===== src/verilog/mms_pkg.sv =====
// constants, encodings and reset values of the control method select block
// assumes registers are reached over a plain strobe port with 16-bit data
`default_nettype none

package mms_pkg;

    localparam int DATA_W = 16;
    localparam int ADDR_W = 5;
    localparam int TERM_N = 7;

    // register indices
    localparam logic [4:0] OFS_CAPACITY   = 5'h00;
    localparam logic [4:0] OFS_POLES      = 5'h01;
    localparam logic [4:0] OFS_METHOD     = 5'h02;
    localparam logic [4:0] OFS_BOOST      = 5'h03;
    localparam logic [4:0] OFS_ALT_BOOST  = 5'h04;
    localparam logic [4:0] OFS_MOTOR_TYPE = 5'h05;
    localparam logic [4:0] OFS_GROUP_SEL  = 5'h06;
    localparam logic [4:0] OFS_STATUS     = 5'h07;
    localparam logic [4:0] OFS_MAP_BASE   = 5'h08;

    // status register fields
    localparam int STAT_VF_BIT     = 0;
    localparam int STAT_ADV_BIT    = 1;
    localparam int STAT_GP_BIT     = 2;
    localparam int STAT_SECOND_BIT = 3;
    localparam int STAT_SWITCH_BIT = 4;
    localparam int STAT_RUN_BIT    = 5;

    // reserved value meaning "not set"
    localparam logic [15:0] RESERVED_VALUE = 16'h270F;

    // capacity in 0.01 kW units, boost in 0.1 % units
    localparam logic [15:0] CAPACITY_MIN = 16'h000A;
    localparam logic [15:0] CAPACITY_MAX = 16'h05DC;
    localparam logic [15:0] POLES_MAX    = 16'h000A;
    localparam logic [15:0] BOOST_MAX    = 16'h012C;
    localparam logic [15:0] BOOST_3PCT   = 16'h001E;
    localparam logic [15:0] BOOST_2PCT   = 16'h0014;

    localparam logic [15:0] METHOD_ADVANCED = 16'h0014;
    localparam logic [15:0] METHOD_GENERAL  = 16'h001E;
    localparam logic [15:0] MAP_CODE_SWITCH = 16'h0012;
    localparam logic [15:0] MAP_MAX         = 16'h270F;

    // reset values
    localparam logic [15:0] RST_CAPACITY   = 16'h270F;
    localparam logic [15:0] RST_POLES      = 16'h270F;
    localparam logic [15:0] RST_METHOD     = 16'h0014;
    localparam logic [15:0] RST_BOOST      = 16'h001E;
    localparam logic [15:0] RST_ALT_BOOST  = 16'h270F;
    localparam logic [15:0] RST_MOTOR_TYPE = 16'h0000;
    localparam logic [15:0] RST_GROUP_SEL  = 16'h0000;
    localparam logic [15:0] RST_MAP        = 16'h270F;

    // active control method, one-hot
    typedef enum logic [2:0] {
        MMS_VF       = 3'b001,
        MMS_ADVANCED = 3'b010,
        MMS_GENERAL  = 3'b100
    } mms_method_type;

endpackage

`default_nettype wire


===== src/verilog/mms_method_decode.sv =====
// control method decoder: settings and switchover input to a method
// assumes settings are already range checked by the register file
`timescale 1ns/1ps
`default_nettype none

module mms_method_decode
(
    input  wire logic [15:0]            capacity,
    input  wire logic [15:0]            poles,
    input  wire logic [15:0]            method_code,
    input  wire logic                   vf_switchover_input,
    output mms_pkg::mms_method_type     method
);

    wire motor_unset;
    wire want_adv;
    wire want_gp;

    assign motor_unset = (capacity == mms_pkg::RESERVED_VALUE)
                       | (poles == mms_pkg::RESERVED_VALUE); // [RQ1]
    assign want_adv = (method_code == mms_pkg::METHOD_ADVANCED); // [RQ2]
    assign want_gp  = (method_code == mms_pkg::METHOD_GENERAL); // [RQ3]

    always_comb
    begin
        if (motor_unset | vf_switchover_input) // [RQ1] [RQ6]
            method = mms_pkg::MMS_VF;
        else if (want_gp)
            method = mms_pkg::MMS_GENERAL; // [RQ3]
        else if (want_adv)
            method = mms_pkg::MMS_ADVANCED; // [RQ2]
        else
            method = mms_pkg::MMS_VF;
    end

endmodule

`default_nettype wire


===== src/verilog/mms_method_select.sv =====
// control method select and manual torque boost gating
// assumes terminal inputs, run and second-function inputs are synchronous
//
// The placing of the registers and strobed register access are this design's own decisions.
`timescale 1ns/1ps
`default_nettype none

// What this block does
// [RQ1] reserved capacity or poles forces V/f
// [RQ2] code 20 with motor set: advanced vector
// [RQ3] code 30 with motor set: general vector
// [RQ4] reset: motor unset, code 20, V/f
// [RQ5] accept capacity 0.1-15 kW, poles 2-10 even
// [RQ6] switchover input forces V/f over vector
// [RQ7] switchover comes from terminals mapped 18
// [RQ8] switchover to V/f also selects second set
// [RQ9] no method change while running
// [RQ10] primary boost 0-30 percent, zero-hertz voltage
// [RQ11] second input uses second boost, reserved disables
// [RQ12] second input enables all second functions
// [RQ13] boost applied only under V/f
// [RQ14] boost 3 to 2 on constant-torque motor
// [RQ15] second boost reachable only with group zero
// [RQ16] out-of-range writes leave value unchanged
module mms_method_select
#(
    parameter int TERM_N = mms_pkg::TERM_N
)
(
    input  wire logic                 clk,
    input  wire logic                 rst,
    input  wire logic [4:0]           reg_addr,
    input  wire logic [15:0]          reg_wdata,
    input  wire logic                 reg_write,
    input  wire logic                 reg_read,
    output logic      [15:0]          reg_rdata,
    input  wire logic [TERM_N-1:0]    terminal_in,
    input  wire logic                 second_function_select,
    input  wire logic                 drive_running,
    output logic                      vf_active,
    output logic                      advanced_active,
    output logic                      general_active,
    output logic                      second_function_active,
    output logic      [15:0]          applied_boost
);

    // stored settings
    logic [15:0] motor_capacity_setting;
    logic [15:0] motor_pole_count;
    logic [15:0] control_method_code;
    logic [15:0] torque_boost_percent;
    logic [15:0] alternate_torque_boost;
    logic [15:0] applied_motor_type;
    logic [15:0] parameter_group_read_select;
    logic [15:0] input_terminal_function_map [TERM_N];

    mms_pkg::mms_method_type active_method;
    mms_pkg::mms_method_type decoded_method;
    mms_pkg::mms_method_type next_method;

    function automatic logic is_constant_torque(input logic [15:0] code);
        is_constant_torque = (code == 16'h0001) | (code == 16'h000D)
                           | (code == 16'h0032) | (code == 16'h0035);
    endfunction

    function automatic logic motor_type_ok(input logic [15:0] code);
        motor_type_ok = (code <= 16'h0001)
                      | ((code >= 16'h0003) & (code <= 16'h0006))
                      | ((code >= 16'h000D) & (code <= 16'h0010))
                      | (code == 16'h0017) | (code == 16'h0018)
                      | (code == 16'h0028) | (code == 16'h002B)
                      | (code == 16'h002C) | (code == 16'h0032)
                      | (code == 16'h0035) | (code == 16'h0036);
    endfunction

    // range checks
    wire cap_ok;
    wire poles_ok;
    wire method_ok;
    wire boost_ok;
    wire alt_ok;
    wire type_ok;
    wire map_ok;

    assign cap_ok = (reg_wdata == mms_pkg::RESERVED_VALUE)
                  | ((reg_wdata >= mms_pkg::CAPACITY_MIN)
                  & (reg_wdata <= mms_pkg::CAPACITY_MAX)); // [RQ5]
    assign poles_ok = (reg_wdata == mms_pkg::RESERVED_VALUE)
                    | ((reg_wdata != 16'h0000) & ~reg_wdata[0]
                    & (reg_wdata <= mms_pkg::POLES_MAX)); // [RQ5]
    assign method_ok = (reg_wdata == mms_pkg::METHOD_ADVANCED)
                     | (reg_wdata == mms_pkg::METHOD_GENERAL);
    assign boost_ok = (reg_wdata <= mms_pkg::BOOST_MAX); // [RQ10]
    assign alt_ok = boost_ok
                  | (reg_wdata == mms_pkg::RESERVED_VALUE); // [RQ11]
    assign type_ok = motor_type_ok(reg_wdata);
    assign map_ok = (reg_wdata <= mms_pkg::MAP_MAX);

    // address decode
    wire group_zero;
    wire map_hit;
    wire [4:0] map_index;

    assign group_zero = (parameter_group_read_select == 16'h0000);
    assign map_index = reg_addr - mms_pkg::OFS_MAP_BASE;
    assign map_hit = (reg_addr >= mms_pkg::OFS_MAP_BASE)
                   & (map_index < 5'(TERM_N));

    wire wr_cap;
    wire wr_poles;
    wire wr_method;
    wire wr_boost;
    wire wr_alt;
    wire wr_type;
    wire wr_group;
    wire wr_map;

    assign wr_cap = reg_write & (reg_addr == mms_pkg::OFS_CAPACITY)
                  & cap_ok; // [RQ16]
    assign wr_poles = reg_write & (reg_addr == mms_pkg::OFS_POLES)
                    & poles_ok; // [RQ16]
    assign wr_method = reg_write & (reg_addr == mms_pkg::OFS_METHOD)
                     & method_ok; // [RQ16]
    assign wr_boost = reg_write & (reg_addr == mms_pkg::OFS_BOOST)
                    & boost_ok; // [RQ16]
    assign wr_alt = reg_write & (reg_addr == mms_pkg::OFS_ALT_BOOST)
                  & alt_ok & group_zero; // [RQ15] [RQ16]
    assign wr_type = reg_write & (reg_addr == mms_pkg::OFS_MOTOR_TYPE)
                   & type_ok; // [RQ16]
    assign wr_group = reg_write & (reg_addr == mms_pkg::OFS_GROUP_SEL)
                    & map_ok; // [RQ16]
    assign wr_map = reg_write & map_hit & map_ok; // [RQ16]

    // boost rewrite on a change to a constant-torque motor
    wire type_changes;
    wire boost_autofix;

    assign type_changes = wr_type & (reg_wdata != applied_motor_type);
    assign boost_autofix = type_changes & is_constant_torque(reg_wdata)
                         & (torque_boost_percent == mms_pkg::BOOST_3PCT);

    // switchover terminal routing
    logic switchover_level;

    always_comb
    begin
        switchover_level = 1'b0;
        for (int i = 0; i < TERM_N; i++)
        begin
            if (input_terminal_function_map[i] == mms_pkg::MAP_CODE_SWITCH)
                switchover_level = switchover_level | terminal_in[i]; // [RQ7]
        end
    end

    mms_method_decode u_decode
    (
        .capacity            (motor_capacity_setting),
        .poles               (motor_pole_count),
        .method_code         (control_method_code),
        .vf_switchover_input (switchover_level),
        .method              (decoded_method)
    );

    // hold the method while running
    assign next_method = drive_running ? active_method
                                       : decoded_method; // [RQ9]

    // second set: terminal input or switchover, also during running
    wire next_second;

    assign next_second = second_function_select
                       | switchover_level; // [RQ8] [RQ9] [RQ12]

    // boost gating
    wire next_vf;
    wire use_alt;
    wire [15:0] next_boost;

    assign next_vf = (next_method == mms_pkg::MMS_VF);
    assign use_alt = next_second
                   & (alternate_torque_boost != mms_pkg::RESERVED_VALUE);
    assign next_boost = !next_vf ? 16'h0000 // [RQ13]
                      : use_alt ? alternate_torque_boost // [RQ11]
                      : torque_boost_percent; // [RQ10]

    // read mux
    wire [15:0] status_word;
    logic [15:0] next_rdata;

    assign status_word = {10'h000, drive_running, switchover_level,
                          second_function_active, active_method};

    always_comb
    begin
        next_rdata = 16'h0000;
        case (reg_addr)
            mms_pkg::OFS_CAPACITY:   next_rdata = motor_capacity_setting;
            mms_pkg::OFS_POLES:      next_rdata = motor_pole_count;
            mms_pkg::OFS_METHOD:     next_rdata = control_method_code;
            mms_pkg::OFS_BOOST:      next_rdata = torque_boost_percent;
            mms_pkg::OFS_ALT_BOOST:
                next_rdata = group_zero ? alternate_torque_boost
                                        : 16'h0000; // [RQ15]
            mms_pkg::OFS_MOTOR_TYPE: next_rdata = applied_motor_type;
            mms_pkg::OFS_GROUP_SEL:  next_rdata = parameter_group_read_select;
            mms_pkg::OFS_STATUS:     next_rdata = status_word;
            default:
            begin
                if (map_hit)
                    next_rdata = input_terminal_function_map[map_index[2:0]];
                else
                    next_rdata = 16'h0000;
            end
        endcase
    end

    // settings
    always_ff @(posedge clk or posedge rst)
    begin
        if (rst)
        begin
            motor_capacity_setting <= mms_pkg::RST_CAPACITY; // [RQ4]
            motor_pole_count       <= mms_pkg::RST_POLES; // [RQ4]
            control_method_code    <= mms_pkg::RST_METHOD; // [RQ4]
        end
        else
        begin
            if (wr_cap)
                motor_capacity_setting <= reg_wdata;
            if (wr_poles)
                motor_pole_count <= reg_wdata;
            if (wr_method)
                control_method_code <= reg_wdata;
        end
    end

    always_ff @(posedge clk or posedge rst)
    begin
        if (rst)
        begin
            torque_boost_percent        <= mms_pkg::RST_BOOST;
            alternate_torque_boost      <= mms_pkg::RST_ALT_BOOST;
            applied_motor_type          <= mms_pkg::RST_MOTOR_TYPE;
            parameter_group_read_select <= mms_pkg::RST_GROUP_SEL;
        end
        else
        begin
            if (boost_autofix)
                torque_boost_percent <= mms_pkg::BOOST_2PCT; // [RQ14]
            else if (wr_boost)
                torque_boost_percent <= reg_wdata;
            if (wr_alt)
                alternate_torque_boost <= reg_wdata;
            if (wr_type)
                applied_motor_type <= reg_wdata;
            if (wr_group)
                parameter_group_read_select <= reg_wdata;
        end
    end

    always_ff @(posedge clk or posedge rst)
    begin
        if (rst)
        begin
            for (int i = 0; i < TERM_N; i++)
                input_terminal_function_map[i] <= mms_pkg::RST_MAP;
        end
        else if (wr_map)
        begin
            input_terminal_function_map[map_index[2:0]] <= reg_wdata;
        end
    end

    // active method state
    always_ff @(posedge clk or posedge rst)
    begin
        if (rst)
            active_method <= mms_pkg::MMS_VF; // [RQ4]
        else
        begin
            case (next_method)
                mms_pkg::MMS_VF:       active_method <= mms_pkg::MMS_VF;
                mms_pkg::MMS_ADVANCED: active_method <= mms_pkg::MMS_ADVANCED;
                mms_pkg::MMS_GENERAL:  active_method <= mms_pkg::MMS_GENERAL;
                default:               active_method <= mms_pkg::MMS_VF;
            endcase
        end
    end

    // registered outputs
    always_ff @(posedge clk or posedge rst)
    begin
        if (rst)
        begin
            vf_active              <= 1'b1;
            advanced_active        <= 1'b0;
            general_active         <= 1'b0;
            second_function_active <= 1'b0;
            applied_boost          <= 16'h0000;
            reg_rdata              <= 16'h0000;
        end
        else
        begin
            vf_active              <= next_vf;
            advanced_active        <= (next_method == mms_pkg::MMS_ADVANCED);
            general_active         <= (next_method == mms_pkg::MMS_GENERAL);
            second_function_active <= next_second;
            applied_boost          <= next_boost;
            reg_rdata              <= reg_read ? next_rdata : 16'h0000;
        end
    end

endmodule

`default_nettype wire


===== config.mk =====
export PLATFORM = sky130hd
export DESIGN_NAME = mms_method_select
export DESIGN_NICKNAME = d
export VERILOG_FILES = /design/src/verilog/mms_pkg.sv /design/src/verilog/mms_method_decode.sv /design/src/verilog/mms_method_select.sv
export SDC_FILE = /design/constraint.sdc
export NUM_CORES = 1
export LEC_CHECK = 0
export BUFFER_PORTS_ARGS = -buffer_cell sky130_fd_sc_hd__buf_2
export CAP_MARGIN = 25
export CORE_MARGIN = 1
export CORE_UTILIZATION = 58
export DETAILED_ROUTE_END_ITERATION = 12
export PLACE_DENSITY = 0.79
export SLEW_MARGIN = 0
export SYNTH_ARGS = -nofsm -noshare
export SYNTH_HDL_FRONTEND = slang
export SYNTH_SLANG_ARGS = --single-unit
export TNS_END_PERCENT = 10

===== constraint.sdc =====
create_clock -name clk -period 16.48 [get_ports clk]
set_clock_uncertainty 0.2 [all_clocks]
set_input_delay 1.648 -clock clk [delete_from_list [all_inputs] [get_ports clk]]
set_output_delay 1.648 -clock clk [all_outputs]
set_load 0.02 [all_outputs]

==> results.json <==
{
  "min_period_ps": 4440,
  "r2r_start": "parameter_group_read_select[0]",
  "yosysUniqueCellTypes": 65,
  "dr.max_layer_used": "met4",
  "drtPass1Iterations": 6,
  "synth_nets": 1073,
  "cp_slowest_cell": "and3_1",
  "r2r_end": "alternate_torque_boost[7]",
  "p_comb_frac": 0.080,
  "holdPathStages": 1,
  "cp_cell_sequence": "buf_2, buf_4, nand3_1, nand3_1, inv_1, o2111ai_1, nor2_1, and3_1, mux2_2",
  "clkLatencyLatePin_ps": 550,
  "slew_violations": 0,
  "vias": 9064,
  "p_per_area_nw_per_um2": 104,
  "p_leak_uw": 0.00647,
  "p_sw_frac": 0.232,
  "min_from": "control_method_code[2]",
  "die_area_um2": 22500,
  "grt_overflow": 0,
  "clkTransAtPathRegs_ps": 60,
  "clkPwrFrac": 0.456,
  "ctsResizeCount": 0,
  "cts_made_buffers": 28,
  "clockRootBuffer": "clkbuf_16",
  "grt_max_degree": 126,
  "drtIter0Drc": 1221,
  "antenna_left": 0,
  "syn-instance-count": 1039,
  "drt-met1-wl_mm": 14.9,
  "ctsLongestPathBuffers": 3,
  "synth_top_area_frac": 0.342,
  "timing.fmax_mhz": 225,
  "multi_input_area_um2": 5690,
  "finalSetupViolCount": 0,
  "postCtsSetupRepairBufs": 0,
  "synth_seq_cells": 262,
  "cp-start-kind": "input pin",
  "antenna_cells": 0,
  "seq_power_share": 0.465,
  "wl_met2_mm": 14.5,
  "grt_pass1_vias": 8924,
  "cts_tree": "built",
  "layout-drive-gt1-share": 0.383,
  "ir_worst_vdd_mv": 0.0729,
  "ff_latch_area_um2": 6670,
  "cp_common_cell": "nand3_1",
  "die_w_um": 150,
  "path_buf_inv": 3,
  "p_sw_uw": 343,
  "layout_commonest_cell": "dfrtp_1",
  "min_to": "control_method_code[2]",
  "final_cells": 1375,
  "min_period_over_period": 0.270,
  "wl_met3_mm": 3.59,
  "yosysTopAreaCell": "dfrtp_1",
  "yosys_warnings": 0,
  "path_class": "in -> reg",
  "dp.cells": 1321,
  "synth_edf_count": 0,
  "worst_setup_path_end_kind": "flip-flop",
  "finalPower_uw": 1480,
  "final_cell_mix": "dfrtp_1, mux2_2, dfstp_2",
  "hp-class": "reg -> reg",
  "rows": 53,
  "arrival_ps": 4670,
  "grt_antenna_before_repair": 0,
  "nFillCells": 1514,
  "p_int_uw": 1130,
  "drv_cap": 0,
  "worstPathMaxFanout": 76,
  "place_congestion": 0.924,
  "synth_top_cells_by_area": "dfrtp_1, dfstp_2, mux2_2",
  "wl_per_cell_um": 24.8,
  "final_nets": 1113,
  "status": "finished, final reports clean",
  "syn_avg_cell_area_um2": 12.2,
  "cts_max_level": 1,
  "ys_seq_area_frac": 0.524,
  "critPathMaxStageDelay_ps": 690,
  "synth_flop_cell": "dfrtp_1",
  "initial_core_util": 0.597,
  "die_h_um": 150,
  "io_buffer_count": 69,
  "worst_pin_slew_ps": 1020,
  "hold_viol_final": 0,
  "r2r_slack_ps": 13380,
  "tns_ps": 0,
  "relSlewSlack": 0.321,
  "r2r_cells": 5,
  "syn-cell-area_um2": 12700,
  "track_usage": 0.318,
  "dp_hpwl_mm": 22.5,
  "cp.required_ps": 16710,
  "clock-sinks": 262,
  "crit_start": "reg_addr[1]",
  "async_flop_share": 1.00,
  "rsz0062_at_grt": "no",
  "grt_pass1_wl_mm": 53.2,
  "cp_top_family": "simple AND/OR/NAND/NOR gates",
  "hold_buffers": 0,
  "area_growth_syn_to_layout_pct": 12.0,
  "via_per_inst": 6.59,
  "ios": 70,
  "routed_wirelength_mm": 34.1,
  "core_area_um2": 21300,
  "remaining_drc_errors": 0
}
## how the worst max path moves through the flow
| stage | endpoint | slack (ps) | depth (start not counted) |
|---|---|---|---|
| floorplan | active_method[1] | 7570 | 1 |
| global placement | input_terminal_function_map[38] | 11490 | 8 |
| detailed placement | applied_motor_type[0] | 11530 | 5 |
| CTS | applied_motor_type[0] | 12070 | 5 |
| global route | alternate_torque_boost[7] | 11770 | 8 |
| finish | input_terminal_function_map[60] | 12040 | 9 |
## stage by stage
step / util / setup slack (ps) / hold WS, ps / instance area [um^2]
2_1_floorplan: - / 7570 / 271 / 12700
3_3_place_gp: 0.619 / 11490 / 296 / 13200
3_5_place_dp: 0.620 / 11530 / 305 / 13200
4_1_cts: 0.667 / 12070 / 315 / 14200
5_1_grt: 0.669 / 11770 / 323 / 14200
6_report: 0.669 / 12040 / 308 / 14200
## registers in the layout (all words and copies together) (netlist names)
name	flops
applied_boost	16
control_method_code	16
alternate_torque_boost	16
second_function_active	1
active_method	3
applied_motor_type	16
torque_boost_percent	16
reg_rdata	16
vf_active	1
advanced_active	1
input_terminal_function_map	112
motor_pole_count	16
motor_capacity_setting	16
parameter_group_read_select	16
## per-layer routing
metal,global-route usage,vias to the layer above
met5,0,-
met4,0.108,0
met3,0.0823,84
met2,0.440,530
met1,0.482,4593
li1,-,3857
## power by group through the flow
stage          Sequential (uW)  Combinational, uW  Clock [uW]
4_1_cts                    685                115         680
3_3_place_gp               695                112           0
2_1_floorplan              691               78.4           0
5_1_grt                    688                126         706
6_report                   686                117         672
3_5_place_dp               696                114           0
## cell usage after synthesis (all sizes together), types with 2 or more instances
library cell  number
nand2b             4
and2b              2
or3                2
and3               3
buf               50
inv                9
o211a              2
nand3              9
o21ai             33
a311oi             3
mux4              25
nor3              12
dfrtp            174
a211oi             4
a31oi              7
o211ai             4
mux2             162
nor2              59
xor2               2
dfstp             88
nand4bb            2
nand4b             2
clkbuf            25
o21a               2
xnor2             17
a21oi             38
nand4             17
o22ai             18
nor4bb             5
nand2             48
nor2b             47
or2                2
nand3b             6
mux2i             60
nor4              26
or4b               2
a22oi              9
nor4b             11
and2              32
a32oi              2
## cell families after synthesis
kind of cell / synth area share
AO/OA/AOI/OAI: 0.0662
multiplexers: 0.235
flip-flops: 0.524
AND/OR/NAND/NOR: 0.133
XOR/XNOR: 0.0131
buffers and inverters: 0.0285
## cell type report
class,count,area share
Tap cell,275,0.0242
Inverter,9,0.00290
Clock inverter,7,0.00975
Sequential cell,262,0.468
Timing Repair Buffer,85,0.0356
Multi-Input combinational cell,693,0.399
Clock buffer,44,0.0605
No activity file was read; power rests on OpenSTA's default activity.
